File: config.mk
export PLATFORM = sky130hd
export DESIGN_NAME = servo_reference_pulse_config
export DESIGN_NICKNAME = d
export VERILOG_FILES = /design/src/pkg/pulse_cfg_pkg.sv /design/src/design/step_fifo.sv /design/src/design/servo_reference_pulse_config.sv
export VERILOG_INCLUDE_DIRS = /design/src /design/src/pkg
export SDC_FILE = /design/constraint.sdc
export NUM_CORES = 1
export LEC_CHECK = 0
export BUFFER_PORTS_ARGS = -buffer_cell sky130_fd_sc_hd__buf_2
export CORE_MARGIN = 4
export CORE_UTILIZATION = 45
export DETAILED_ROUTE_END_ITERATION = 12
export GPL_TIMING_DRIVEN = 0
export PLACE_DENSITY = 0.71
export SYNTH_ARGS = -nofsm -noshare
export SYNTH_HDL_FRONTEND = slang
export SYNTH_SLANG_ARGS = --single-unit
File: constraint.sdc
create_clock -name clk_sys -period 8.8 [get_ports clk_sys]
set_input_delay 0 -clock clk_sys [delete_from_list [all_inputs] [get_ports clk_sys]]
set_output_delay 0 -clock clk_sys [all_outputs]
set_load 0.005 [all_outputs]
File: src/pkg/pulse_cfg_params.svh
// constants for the reference-pulse configuration block
`ifndef PULSE_CFG_PARAMS_SVH
`define PULSE_CFG_PARAMS_SVH
`define REG_GEAR_ENC 4'h0
`define REG_COMP 4'h1
`define REG_STOP_PULSE 4'h2
`define REG_FF_MODE 4'h3
`define REG_NUM_FIRST 4'h4
`define REG_NUM_SECOND 4'h5
`define REG_COMP_STRENGTH 4'h6
`define REG_POS_COUNT 4'h7
`define REG_STATUS 4'h8
`define REG_FIFO_DATA 4'h9
`define RST_GEAR_ENC 16'h0000
`define RST_COMP 16'h0000
`define RST_STOP_PULSE 16'h0000
`define RST_FF_MODE 16'h0000
`define RST_NUM_FIRST 16'h0001
`define RST_NUM_SECOND 16'h0001
`define RST_COMP_STRENGTH 16'h0000
`define GEAR_QUIET_NS 1000000
`define CLK_PERIOD_NS 50
`define GEAR_QUIET_CYC ((`GEAR_QUIET_NS + `CLK_PERIOD_NS - 1) / `CLK_PERIOD_NS)
`endif

File: src/pkg/pulse_cfg_pkg.sv
// types for the reference-pulse configuration block
package pulse_cfg_pkg;
  typedef struct packed {
    logic [3:0] invert;
    logic [3:0] form;
    logic [3:0] clear;
    logic [3:0] stop;
  } stop_pulse_t;
  typedef struct packed {
    logic pulse_in;
    logic dir_in;
  } ref_pins_t;
  typedef struct packed {
    logic dyn_brake;
    logic coast;
    logic plug_brake;
    logic zero_clamp;
  } stop_out_t;
endpackage : pulse_cfg_pkg

File: src/design/step_fifo.sv
// small flip-flop fifo with valid/ready on both sides
`timescale 1ns/100ps
module step_fifo #(
  parameter int WIDTH = 16,
  parameter int DEPTH = 4
) (
  input wire logic clk_sys,
  input wire logic rstn,
  input wire logic in_valid,
  output logic in_ready,
  input wire logic [WIDTH-1:0] in_data,
  output logic out_valid,
  input wire logic out_ready,
  output logic [WIDTH-1:0] out_data
);
  localparam int AW = $clog2(DEPTH);
  logic [WIDTH-1:0] mem_r [DEPTH];
  logic [AW-1:0] wr_r;
  logic [AW-1:0] rd_r;
  logic [AW:0] cnt_r;
  logic push;
  logic pop;
  assign in_ready = (cnt_r != (AW+1)'(DEPTH));
  assign out_valid = (cnt_r != '0);
  assign push = in_valid && in_ready;
  assign pop = out_valid && out_ready;
  assign out_data = mem_r[rd_r];
  always_ff @(posedge clk_sys) begin
    if (push) begin
      mem_r[wr_r] <= in_data;
    end
  end
  always_ff @(posedge clk_sys or negedge rstn) begin
    if (!rstn) begin
      wr_r <= '0;
      rd_r <= '0;
      cnt_r <= '0;
    end else begin
      if (push) begin
        wr_r <= (wr_r == AW'(DEPTH-1)) ? '0 : wr_r + 1'b1;
      end
      if (pop) begin
        rd_r <= (rd_r == AW'(DEPTH-1)) ? '0 : rd_r + 1'b1;
      end
      cnt_r <= cnt_r + (AW+1)'(push) - (AW+1)'(pop);
    end
  end
endmodule : step_fifo

File: src/design/servo_reference_pulse_config.sv
// reference pulse decode, error counter clear, stop mode and gear select
//
// Decided for this implementation: the register addresses and the strobed register port.
`timescale 1ns/100ps
`include "pulse_cfg_params.svh"
module servo_reference_pulse_config #(
  parameter int GEAR_QUIET_CYCLES = `GEAR_QUIET_CYC,
  parameter int FIFO_DEPTH = 4
) (
  input wire logic clk_sys,
  input wire logic rstn,
  input wire logic [3:0] addr,
  input wire logic [15:0] wdata,
  input wire logic wr_stb,
  input wire logic rd_stb,
  output logic [15:0] rdata,
  input wire pulse_cfg_pkg::ref_pins_t reference_pulse_line,
  input wire logic gear_switch_input,
  input wire logic servo_on,
  input wire logic overtravel,
  output logic [15:0] gear_numerator,
  output logic gear_seq_error,
  output pulse_cfg_pkg::stop_out_t stop_action,
  output logic dynamic_brake,
  output logic absolute_mode,
  output logic low_speed_comp_en,
  output logic [15:0] low_speed_comp_level,
  output logic overload_enhance,
  output logic high_speed_ff,
  output logic analog_ff_en,
  output logic [15:0] pos_error
);
  // ****************************************
  // registers
  // ****************************************
  logic [15:0] gear_encoder_option_param_r;
  logic [15:0] compensation_option_param_r;
  pulse_cfg_pkg::stop_pulse_t stop_pulse_option_param_r;
  logic [15:0] feedforward_mode_param_r;
  logic [15:0] gear_numerator_first_r;
  logic [15:0] gear_numerator_second_r;
  logic [15:0] low_speed_comp_strength_r;
  logic [15:0] rdata_r;
  logic [15:0] fifo_out;
  logic fifo_valid;
  logic fifo_pop;
  logic [15:0] err_r;
  logic [2:0] fifo_level_r;

  always_ff @(posedge clk_sys or negedge rstn) begin
    if (!rstn) begin
      gear_encoder_option_param_r <= `RST_GEAR_ENC;
      compensation_option_param_r <= `RST_COMP;
      stop_pulse_option_param_r <= `RST_STOP_PULSE;
      feedforward_mode_param_r <= `RST_FF_MODE;
      gear_numerator_first_r <= `RST_NUM_FIRST;
      gear_numerator_second_r <= `RST_NUM_SECOND;
      low_speed_comp_strength_r <= `RST_COMP_STRENGTH;
    end else if (wr_stb) begin
      unique case (addr)
        `REG_GEAR_ENC: gear_encoder_option_param_r <= wdata;
        `REG_COMP: compensation_option_param_r <= wdata;
        `REG_STOP_PULSE: stop_pulse_option_param_r <= wdata;
        `REG_FF_MODE: feedforward_mode_param_r <= wdata;
        `REG_NUM_FIRST: gear_numerator_first_r <= wdata;
        `REG_NUM_SECOND: gear_numerator_second_r <= wdata;
        `REG_COMP_STRENGTH: low_speed_comp_strength_r <= wdata;
        default: ;
      endcase
    end
  end

  assign fifo_pop = rd_stb && (addr == `REG_FIFO_DATA) && fifo_valid;

  always_ff @(posedge clk_sys or negedge rstn) begin
    if (!rstn) begin
      rdata_r <= 16'h0000;
    end else if (rd_stb) begin
      unique case (addr)
        `REG_GEAR_ENC: rdata_r <= gear_encoder_option_param_r;
        `REG_COMP: rdata_r <= compensation_option_param_r;
        `REG_STOP_PULSE: rdata_r <= stop_pulse_option_param_r;
        `REG_FF_MODE: rdata_r <= feedforward_mode_param_r;
        `REG_NUM_FIRST: rdata_r <= gear_numerator_first_r;
        `REG_NUM_SECOND: rdata_r <= gear_numerator_second_r;
        `REG_COMP_STRENGTH: rdata_r <= low_speed_comp_strength_r;
        `REG_POS_COUNT: rdata_r <= err_r;
        `REG_STATUS: rdata_r <= {9'h000, fifo_level_r, gear_numerator == gear_numerator_second_r,
                                 stop_action.zero_clamp, fifo_valid, gear_seq_error};
        `REG_FIFO_DATA: rdata_r <= fifo_valid ? fifo_out : 16'h0000;
        default: rdata_r <= 16'h0000;
      endcase
    end else begin
      rdata_r <= 16'h0000;
    end
  end
  assign rdata = rdata_r;

  // ****************************************
  // pin synchronisers
  // ****************************************
  logic [2:0] pls_s;
  logic [2:0] dir_s;
  logic [2:0] gsw_s;
  logic pls_q;
  logic dir_q;
  logic gsw_q;
  always_ff @(posedge clk_sys or negedge rstn) begin
    if (!rstn) begin
      pls_s <= 3'h0;
      dir_s <= 3'h0;
      gsw_s <= 3'h0;
      pls_q <= 1'b0;
      dir_q <= 1'b0;
      gsw_q <= 1'b0;
    end else begin
      pls_s <= {pls_s[1:0], reference_pulse_line.pulse_in};
      dir_s <= {dir_s[1:0], reference_pulse_line.dir_in};
      gsw_s <= {gsw_s[1:0], gear_switch_input};
      // accept a change only once stages two and three agree
      if (pls_s[1] == pls_s[2]) pls_q <= pls_s[2];
      if (dir_s[1] == dir_s[2]) dir_q <= dir_s[2];
      if (gsw_s[1] == gsw_s[2]) gsw_q <= gsw_s[2];
    end
  end

  // ****************************************
  // pulse decode
  // ****************************************
  logic a_in;
  logic b_in;
  logic a_prev_r;
  logic b_prev_r;
  logic step_fwd;
  logic step_rev;
  logic a_rise;
  logic a_fall;
  logic b_rise;
  logic b_fall;
  logic [3:0] form;

  assign form = stop_pulse_option_param_r.form;
  always_comb begin
    a_in = pls_q ^ stop_pulse_option_param_r.invert[1];
    b_in = dir_q ^ (stop_pulse_option_param_r.invert == 4'h3);
  end

  always_ff @(posedge clk_sys or negedge rstn) begin
    if (!rstn) begin
      a_prev_r <= 1'b0;
      b_prev_r <= 1'b0;
    end else begin
      a_prev_r <= a_in;
      b_prev_r <= b_in;
    end
  end
  assign a_rise = a_in && !a_prev_r;
  assign a_fall = !a_in && a_prev_r;
  assign b_rise = b_in && !b_prev_r;
  assign b_fall = !b_in && b_prev_r;

  always_comb begin
    step_fwd = 1'b0;
    step_rev = 1'b0;
    unique case (form)
      4'h0: begin
        step_fwd = a_rise && !b_in;
        step_rev = a_rise && b_in;
      end
      4'h1: begin
        step_fwd = a_rise && !b_rise;
        step_rev = b_rise && !a_rise;
      end
      4'h2: begin
        step_fwd = a_rise && !b_in;
        step_rev = a_fall && !b_in;
      end
      4'h3: begin
        step_fwd = (a_rise && !b_in) || (a_fall && b_in);
        step_rev = (a_fall && !b_in) || (a_rise && b_in);
      end
      4'h4: begin
        step_fwd = (a_rise && !b_in) || (a_fall && b_in) || (b_rise && a_in) || (b_fall && !a_in);
        step_rev = (a_fall && !b_in) || (a_rise && b_in) || (b_fall && a_in) || (b_rise && !a_in);
      end
      default: ;
    endcase
  end

  // ****************************************
  // gear switch and quiet-time check
  // ****************************************
  logic gsw_prev_r;
  logic [$clog2(GEAR_QUIET_CYCLES+1)-1:0] quiet_r;
  logic quiet_ok;
  logic after_sw_r;
  logic seq_err_r;
  logic [15:0] num_r;
  assign quiet_ok = (quiet_r == $bits(quiet_r)'(GEAR_QUIET_CYCLES));

  always_ff @(posedge clk_sys or negedge rstn) begin
    if (!rstn) begin
      quiet_r <= '0;
      gsw_prev_r <= 1'b0;
      after_sw_r <= 1'b0;
      seq_err_r <= 1'b0;
    end else begin
      gsw_prev_r <= gsw_q;
      if (step_fwd || step_rev || (gsw_q != gsw_prev_r)) begin
        quiet_r <= '0;
      end else if (!quiet_ok) begin
        quiet_r <= quiet_r + 1'b1;
      end
      // window after a switch in which any pulse is a sequence fault
      if (gsw_q != gsw_prev_r) begin
        after_sw_r <= 1'b1;
      end else if (quiet_ok) begin
        after_sw_r <= 1'b0;
      end
      // pulses too close to a switch on either side; set wins over the clear
      if (((gsw_q != gsw_prev_r) && !quiet_ok) || ((step_fwd || step_rev) && after_sw_r)) begin
        seq_err_r <= 1'b1;
      end else if (wr_stb && addr == `REG_NUM_SECOND) begin
        seq_err_r <= 1'b0;
      end
    end
  end
  assign gear_seq_error = seq_err_r;

  always_ff @(posedge clk_sys or negedge rstn) begin
    if (!rstn) begin
      num_r <= `RST_NUM_FIRST;
    end else begin
      num_r <= gsw_q ? gear_numerator_second_r : gear_numerator_first_r;
    end
  end
  assign gear_numerator = num_r;

  // ****************************************
  // stop mode
  // ****************************************
  pulse_cfg_pkg::stop_out_t stop_r;
  logic [3:0] smode;
  assign smode = stop_pulse_option_param_r.stop;

  always_ff @(posedge clk_sys or negedge rstn) begin
    if (!rstn) begin
      stop_r <= '0;
    end else begin
      stop_r <= '0;
      if (overtravel && smode >= 4'h2 && smode <= 4'h6) begin
        stop_r.plug_brake <= 1'b1;
        stop_r.zero_clamp <= smode >= 4'h4;
        stop_r.coast <= smode < 4'h4;
      end else if (!servo_on || overtravel) begin
        unique case (smode)
          4'h0, 4'h2, 4'h4: stop_r.dyn_brake <= 1'b1;
          default: stop_r.coast <= 1'b1;
        endcase
      end
    end
  end
  assign stop_action = stop_r;
  assign dynamic_brake = stop_r.dyn_brake;

  // ****************************************
  // error counter and step fifo
  // ****************************************
  logic clr_now;
  logic clamp_now;
  logic fifo_in_ready;
  logic fifo_in_valid;
  // zero clamp decided from the inputs, so the first overtravel cycle cannot clear
  assign clamp_now = overtravel && smode >= 4'h4 && smode <= 4'h6;
  always_comb begin
    unique case (stop_pulse_option_param_r.clear)
      4'h1: clr_now = 1'b0;
      4'h2: clr_now = (!servo_on || overtravel) && !clamp_now;
      default: clr_now = !servo_on;
    endcase
  end

  assign fifo_in_valid = step_fwd || step_rev;
  always_ff @(posedge clk_sys or negedge rstn) begin
    if (!rstn) begin
      err_r <= 16'h0000;
    end else if (clr_now) begin
      err_r <= 16'h0000;
    end else if (step_fwd) begin
      err_r <= err_r + 16'h0001;
    end else if (step_rev) begin
      err_r <= err_r - 16'h0001;
    end
  end
  assign pos_error = err_r;

  // fifo keeps a history of counter values; when full the history drops, counting goes on
  step_fifo #(.WIDTH(16), .DEPTH(FIFO_DEPTH)) u_fifo (
    .clk_sys(clk_sys),
    .rstn(rstn),
    .in_valid(fifo_in_valid),
    .in_ready(fifo_in_ready),
    .in_data(step_fwd ? err_r + 16'h0001 : err_r - 16'h0001),
    .out_valid(fifo_valid),
    .out_ready(fifo_pop),
    .out_data(fifo_out)
  );

  always_ff @(posedge clk_sys or negedge rstn) begin
    if (!rstn) begin
      fifo_level_r <= 3'h0;
    end else begin
      fifo_level_r <= fifo_level_r + 3'((fifo_in_valid && fifo_in_ready)) - 3'(fifo_pop);
    end
  end

  // ****************************************
  // option outputs
  // ****************************************
  assign absolute_mode = !gear_encoder_option_param_r[8];
  assign low_speed_comp_en = compensation_option_param_r[8];
  assign low_speed_comp_level = compensation_option_param_r[8] ? low_speed_comp_strength_r : 16'h0000;
  assign overload_enhance = compensation_option_param_r[12];
  assign high_speed_ff = feedforward_mode_param_r[1];
  assign analog_ff_en = feedforward_mode_param_r[0];

  // ****************************************
  // assertions
  // ****************************************
  property p_inv_both;
    @(posedge clk_sys) disable iff (!rstn)
      (stop_pulse_option_param_r.invert == 4'h3) |-> (b_in == !dir_q);
  endproperty
  a_inv_both: assert property (p_inv_both) else $error("dir not inverted");
  property p_no_clear;
    @(posedge clk_sys) disable iff (!rstn)
      (stop_pulse_option_param_r.clear == 4'h1 && !fifo_in_valid) |=> (err_r == $past(err_r));
  endproperty
  a_no_clear: assert property (p_no_clear) else $error("counter changed");
  property p_def_clear;
    @(posedge clk_sys) disable iff (!rstn)
      (stop_pulse_option_param_r.clear == 4'h0 && !servo_on) |=> (err_r == 16'h0000);
  endproperty
  a_def_clear: assert property (p_def_clear) else $error("not cleared");
  property p_coast;
    @(posedge clk_sys) disable iff (!rstn)
      (smode == 4'h1 && !servo_on) |=> stop_r.coast && !stop_r.dyn_brake;
  endproperty
  a_coast: assert property (p_coast) else $error("no coast");
  property p_plug;
    @(posedge clk_sys) disable iff (!rstn)
      (overtravel && smode == 4'h5) |=> stop_r.plug_brake && stop_r.zero_clamp;
  endproperty
  a_plug: assert property (p_plug) else $error("no plug brake");
  property p_gear;
    @(posedge clk_sys) disable iff (!rstn)
      gsw_q |=> (gear_numerator == $past(gear_numerator_second_r));
  endproperty
  a_gear: assert property (p_gear) else $error("wrong numerator");
  property p_seq;
    @(posedge clk_sys) disable iff (!rstn)
      ((gsw_q != gsw_prev_r) && !quiet_ok) |=> gear_seq_error;
  endproperty
  a_seq: assert property (p_seq) else $error("error missed");
  property p_seq_after;
    @(posedge clk_sys) disable iff (!rstn)
      ((step_fwd || step_rev) && after_sw_r) |=> gear_seq_error;
  endproperty
  a_seq_after: assert property (p_seq_after) else $error("late pulse missed");
  property p_step;
    @(posedge clk_sys) disable iff (!rstn)
      (form == 4'h0 && a_rise && !b_in && !clr_now) |=>
        (err_r == $past(err_r) + 16'h0001);
  endproperty
  a_step: assert property (p_step) else $error("step not counted");
endmodule : servo_reference_pulse_config

Yosys cells after proc, flatten, opt, wreduce, memory -nomap -nowiden --
Memory sizes are Yosys's and may differ from the RTL's. Index checks and enable logic that the tools add are counted.
Word-level totals: bits in writable memories 64, register bits 206, memories kept 1, word-level logic and storage cells 167
Cells by class: equality and inequality tests 28, bitwise logic cells 2, magnitude comparators 4, add/sub/neg operators 9, reductions and logical operators 62, muxes and demuxes 28
Memory list:
- u_fifo.mem_r | depth 4, width 16, read ports 1, clocked after Yosys merged registers in 0, write ports 1, line step_fifo.sv:17 | logic [WIDTH-1:0] mem_r [DEPTH];
Operators with widths (count):
- $pmux 16 s10 | 1
- $mux 16 | 8
- $mux 15 | 2
- $eq 4x2->1 const B | 7
- $logic_and 1x1->1 | 26
- $eq 4x3->1 const B | 6
- $add 16x1->16 const B | 1
- $eq 16x16->1 | 1
- $sub 16x1->16 const B | 1
- $add 15x1->15 const B | 1
- $eq 15x15->1 const B | 1
- $reduce_and 2->1 | 7
- $eq 4x1->1 const B | 3
- $logic_not 4->1 | 3
- $logic_not 1->1 | 10
- $logic_or 1x1->1 | 10
- $mux 1 | 10
- $eq 4x4->1 const B | 2
- $mux 2 | 4
- $add 3x1->3 | 2
- $reduce_bool 3->1 | 2
- $sub 3x1->3 | 2
- $pmux 1 s5 | 1
- $add 2x1->2 const B | 2
- other kinds (15) | 20

Logic depth before layout (Yosys ltp) --
depth after elaboration 12, depth in mapped cells 18, gate-level depth less buffers 15

Cells and area by module --
A second synthesis with hierarchy kept.
Unflattened totals: cells, all modules 915, area total of the unflattened synthesis 12286.8 um^2
By module, submodules not included:
- servo_reference_pulse_config | cells each 793, area each 9531.6 um^2, times used 1, sequential area each 4983.5 um^2
- step_fifo | cells each 122, area each 2755.1 um^2, times used 1, sequential area each 2097.0 um^2

Worst setup path after synthesis --
No wires, ideal clock.
path type reg2reg, from register stop_pulse_option_param_r[13] (netlist bit), to register err_r[13] (netlist: pos_error[13]), period minus slack after synthesis 4003 ps, path slack 4797 ps, arrival time 3876 ps, library setup time 127 ps, required time 8673 ps, cell stages (with the launch flop) 18, cells stage by stage dfrtp_1 and4bb_1 xnor2_1 inv_1 o21ai_1 o21ai_1 or2_1 buf_2 inv_4 buf_2 ha_1 a211oi_1 o21ai_0 a2111o_1 and3_1 or3_1 a21oi_1 nor3_1
On the way: longest elaborated chain between the ends 10, elaborated cells on any way between the ends 32
Ends and longest elaborated chain:
- from (decl) | line servo_reference_pulse_config.sv:38 | pulse_cfg_pkg::stop_pulse_t stop_pulse_option_param_r;
- from (signal assigned) | line servo_reference_pulse_config.sv:54 | stop_pulse_option_param_r <= `RST_STOP_PULSE;
- from (signal assigned) | line servo_reference_pulse_config.sv:63 | `REG_STOP_PULSE: stop_pulse_option_param_r <= wdata;
- $eq 4x2->1 * | line servo_reference_pulse_config.sv:145 | b_in = dir_q ^ (stop_pulse_option_param_r.invert == 4'h3);
- $xor 1x1->1 * | line servo_reference_pulse_config.sv:145
- named net b_in | line servo_reference_pulse_config.sv:131 | logic b_in;
- $logic_not 1->1
- $logic_and 1x1->1
- $logic_or 1x1->1 | line servo_reference_pulse_config.sv:179, servo_reference_pulse_config.sv:183
- $logic_or 1x1->1 (2 in series) | line servo_reference_pulse_config.sv:183 | step_fwd = (a_rise && !b_in) || (a_fall && b_in) || (b_rise && a_in) || (b_fall && !a_in);
- $pmux 1 s4 | line servo_reference_pulse_config.sv:165 | unique case (form)
- $mux 16 | line servo_reference_pulse_config.sv:289 | end else if (step_fwd) begin
- $mux 16 | line servo_reference_pulse_config.sv:287 | end else if (clr_now) begin
- to (signal assigned) | line servo_reference_pulse_config.sv:290 | err_r <= err_r + 16'h0001;
- to (signal assigned) | line servo_reference_pulse_config.sv:292 | err_r <= err_r - 16'h0001;
- to (decl) | line servo_reference_pulse_config.sv:47 | logic [15:0] err_r;
Mark *: on every way through the listed nets, which the timed path passes. The rest lies on a longest branch. A chain may end at the register's enable or synchronous reset.

Worst setup path after layout --
from register pls_q, to register err_r[13] (netlist: pos_error[13])
On the way: longest elaborated chain between the ends 10, elaborated cells on any way between the ends 26
Ends and longest elaborated chain:
- from (decl) | line servo_reference_pulse_config.sv:105 | logic pls_q;
- from (signal assigned) | line servo_reference_pulse_config.sv:121 | if (pls_s[1] == pls_s[2]) pls_q <= pls_s[2];
- $xor 1x1->1 * | line servo_reference_pulse_config.sv:144 | a_in = pls_q ^ stop_pulse_option_param_r.invert[1];
- named net a_in | line servo_reference_pulse_config.sv:130 | logic a_in;
- $logic_not 1->1 | line servo_reference_pulse_config.sv:158, servo_reference_pulse_config.sv:183, servo_reference_pulse_config.sv:184
- $logic_and 1x1->1 | line servo_reference_pulse_config.sv:158 | assign a_fall = !a_in && a_prev_r;
- $logic_and 1x1->1 | line servo_reference_pulse_config.sv:179, servo_reference_pulse_config.sv:183
- $logic_or 1x1->1 | line servo_reference_pulse_config.sv:179, servo_reference_pulse_config.sv:183
- $logic_or 1x1->1 (2 in series) | line servo_reference_pulse_config.sv:183
- $pmux 1 s4 | line servo_reference_pulse_config.sv:165
- $mux 16 | line servo_reference_pulse_config.sv:289
- $mux 16 | line servo_reference_pulse_config.sv:287
Marked as above.

==> results_dict.tcl <==
set metrics [dict create \
    slew_headroom 0.09502 \
    critical_path.max_fanout 25 \
    critPathLaunchType "register" \
    layout.cells.most_common_list "dfrtp_1 (203), mux2_2 (129), buf_2 (103)" \
    rsz0062_at_grt "false" \
    setup_viol 0 \
    grt_pass1_vias 8686 \
    grt_pass1_wl_mm 50.66 \
    layout-drive-gt1-share 0.2815 \
    hold_path_class "primary input to register" \
    synth_flop_cell "dfrtp_1" \
    via_count 8641 \
    numCtsBuffers 27 \
    cts_tree "yes" \
    synth.avg_cell_area_um2 13.14 \
    synth_edf_count 64 \
    wire_per_inst_um 22.47 \
    hpwl_mm 22.99 \
    clock.fmax_mhz 198.0 \
    cts_hold_buf 24 \
    final_cells 1453 \
    die_h_um 173.6 \
    first_pass_iters 6 \
    setup_tns_ps 0 \
    crit_type "register to register" \
    outcome "finished, final reports clean" \
    finalPower_mw 4.508 \
    ir_drop_v 0.0001625 \
    viasPerCell 5.947 \
    post_cts_resized 0 \
    power_leakage_nw 6.100 \
    clk_path_buf_depth 3 \
    io_buffers 99 \
    routed_wl_mm 32.64 \
    ys_seq_area_frac 0.5736 \
    synth_area_um2 12340 \
    setup_ws_ps 3749 \
    core-area_um2 26950 \
    crit_required_ps 9210 \
    period_needed_ps 5051 \
    finClkSkew_ps 14.88 \
    finalCritPeriodShare 0.5740 \
    arrival_ps 5460 \
    overflow 0 \
    dieArea_um2 30140 \
    powerDensity_nw_per_um2 312.9 \
    cts.clk_slew.worst_paths_ps 70 \
    final_common_cell "dfrtp_1" \
    drv_slew 0 \
    drt_iter0_drc 742 \
    placed_cells 1380 \
    ys_warn_count 0 \
    antenna_cells 0 \
    hold_violations 0 \
    pin_count 104 \
    synthArstFlopShare 0.7630 \
    antenna_found_initial 1 \
    cts_setup_buffers 0 \
    worst_setup_path_end_kind "register" \
    row_count 60 \
    clkLatencyLatePin_ps 540 \
    htree_num_levels 1 \
    grt_max_degree 113 \
    ys_ff_latch 270 \
    area_growth_pct 16.72 \
    synth_nets 997 \
    gp_congestion 0.8638 \
    dp_slack_ps 3953 \
    synthCells 939 \
    drc 0 \
    cts_sinks 270 \
    cts_root_buf "clkbuf_16" \
    ant_nets 0 \
    tightest_slew_ps 1347 \
    final_nets 1150 \
    gr-usage-all-layers 0.2121 \
    start_util 0.4580 \
    ys_types 69 \
    cap_violations 0 \
    dieWidth_um 173.6 \
]
-- per-layer routing --
metal,up-vias,GRT usage,part of all wire
met5,-,0,0.00034
li1,3817,-,-
met2,317,0.3322,0.46
met3,66,0.04035,0.071
met4,2,0.05345,0.024
met1,4439,0.3082,0.44
-- logic make-up after synthesis --
family | after synthesis | synth area share
adder cells (fa/ha/maj) | 32 | 0.03365
multiplexers | 149 | 0.1509
flip-flops | 270 | 0.5736
AND/OR/NAND/NOR | 202 | 0.08252
XOR/XNOR | 52 | 0.03690
buffers and inverters | 63 | 0.02078
AO/OA/AOI/OAI | 171 | 0.1016
-- critical path, stage by stage (launching register included) --
cell and delay, ps:
dfrtp_1 460, xnor2_1 650, inv_1 170, a2111oi_2 250, o21ai_1 90, o21ai_1 110
or2_1 160, buf_2 270, inv_4 130, buf_2 320, ha_1 390, a211oi_1 350
o21ai_0 230, a2111o_1 500, and3_1 180, or3_1 450, a21oi_1 170, nor3_1 60
-- registers in the layout, summed over array words and instances (netlist names), 8 cells and up --
name                         flops
rdata                           16
feedforward_mode_param_r        16
gear_numerator_second_r         16
pos_error                       16
gear_numerator                  16
low_speed_comp_strength_r       16
u_fifo.mem_r                    64
compensation_option_param_r     16
gear_numerator_first_r          16
gear_encoder_option_param_r     16
quiet_r                         15
stop_pulse_option_param_r        8
-- final timing paths --
kind                       startpoint                            end  slack, ps  cells past startpoint
min                           addr[0]                       rdata[3]         40                      4
max in group asynchronous        rstn  low_speed_comp_strength_r[12]       7750                      3
min in group asynchronous        rstn                    quiet_r[10]         50                      2
max                             pls_q                  pos_error[13]       3750                     17
min reg2reg                  gsw_s[0]                       gsw_s[1]        350                      0
max reg2reg                     pls_q                  pos_error[13]       3750                     17
-- Yosys cell counts (all sizes together) (11+ instances only) --
| cell type | number | area (µm²) |
|---|---|---|
| inv | 22 | 85.09 |
| a21oi | 29 | 145.1 |
| mux2 | 131 | 1483 |
| a22oi | 17 | 127.6 |
| nand3 | 20 | 100.1 |
| nand2 | 50 | 187.7 |
| a31oi | 17 | 106.4 |
| mux4 | 16 | 360.4 |
| xor2 | 20 | 175.2 |
| a22o | 18 | 157.7 |
| nor3 | 27 | 135.1 |
| ha | 26 | 325.3 |
| a21o | 11 | 82.58 |
| nor2 | 42 | 157.7 |
| buf | 11 | 58.80 |
| and2 | 23 | 146.4 |
| clkbuf | 30 | 112.6 |
| edfxtp | 64 | 1922 |
| xnor2 | 32 | 280.3 |
| dfrtp | 203 | 5080 |
| a221oi | 25 | 219.0 |
| o21ai | 20 | 100.1 |
-- power by group --
group	internal [mW]	leakage, nW	total [mW]	switching (mW)
Combinational	0.623	2.53	1.43	0.804
Clock	0.626	0.424	1.11	0.486
Sequential	1.73	3.14	1.97	0.234
-- per-stage QoR --
stage / util / instance area (µm²) / hold WS, ps
after floorplan: - / 12340 / -295.6
after global placement: 0.4922 / 13270 / 110.0
after detailed placement: 0.4936 / 13300 / 63.83
after CTS: 0.5342 / 14400 / 15.75
after global routing: 0.5345 / 14410 / 51.53
final: 0.5345 / 14410 / 41.00
-- final cells by class --
class                   instances  area, µm²
inverters                      22      85.08
repair buffers                124      773.2
plain buffers                  41      171.4
clock buffers                  34      742.0
well taps                     341      426.7
clock inverters                15      111.4
flip-flops and latches        270       7081
multi-input cells             606       5016
fillers                      2240      12540
Note: power is estimated with default switching activity, not from simulation.
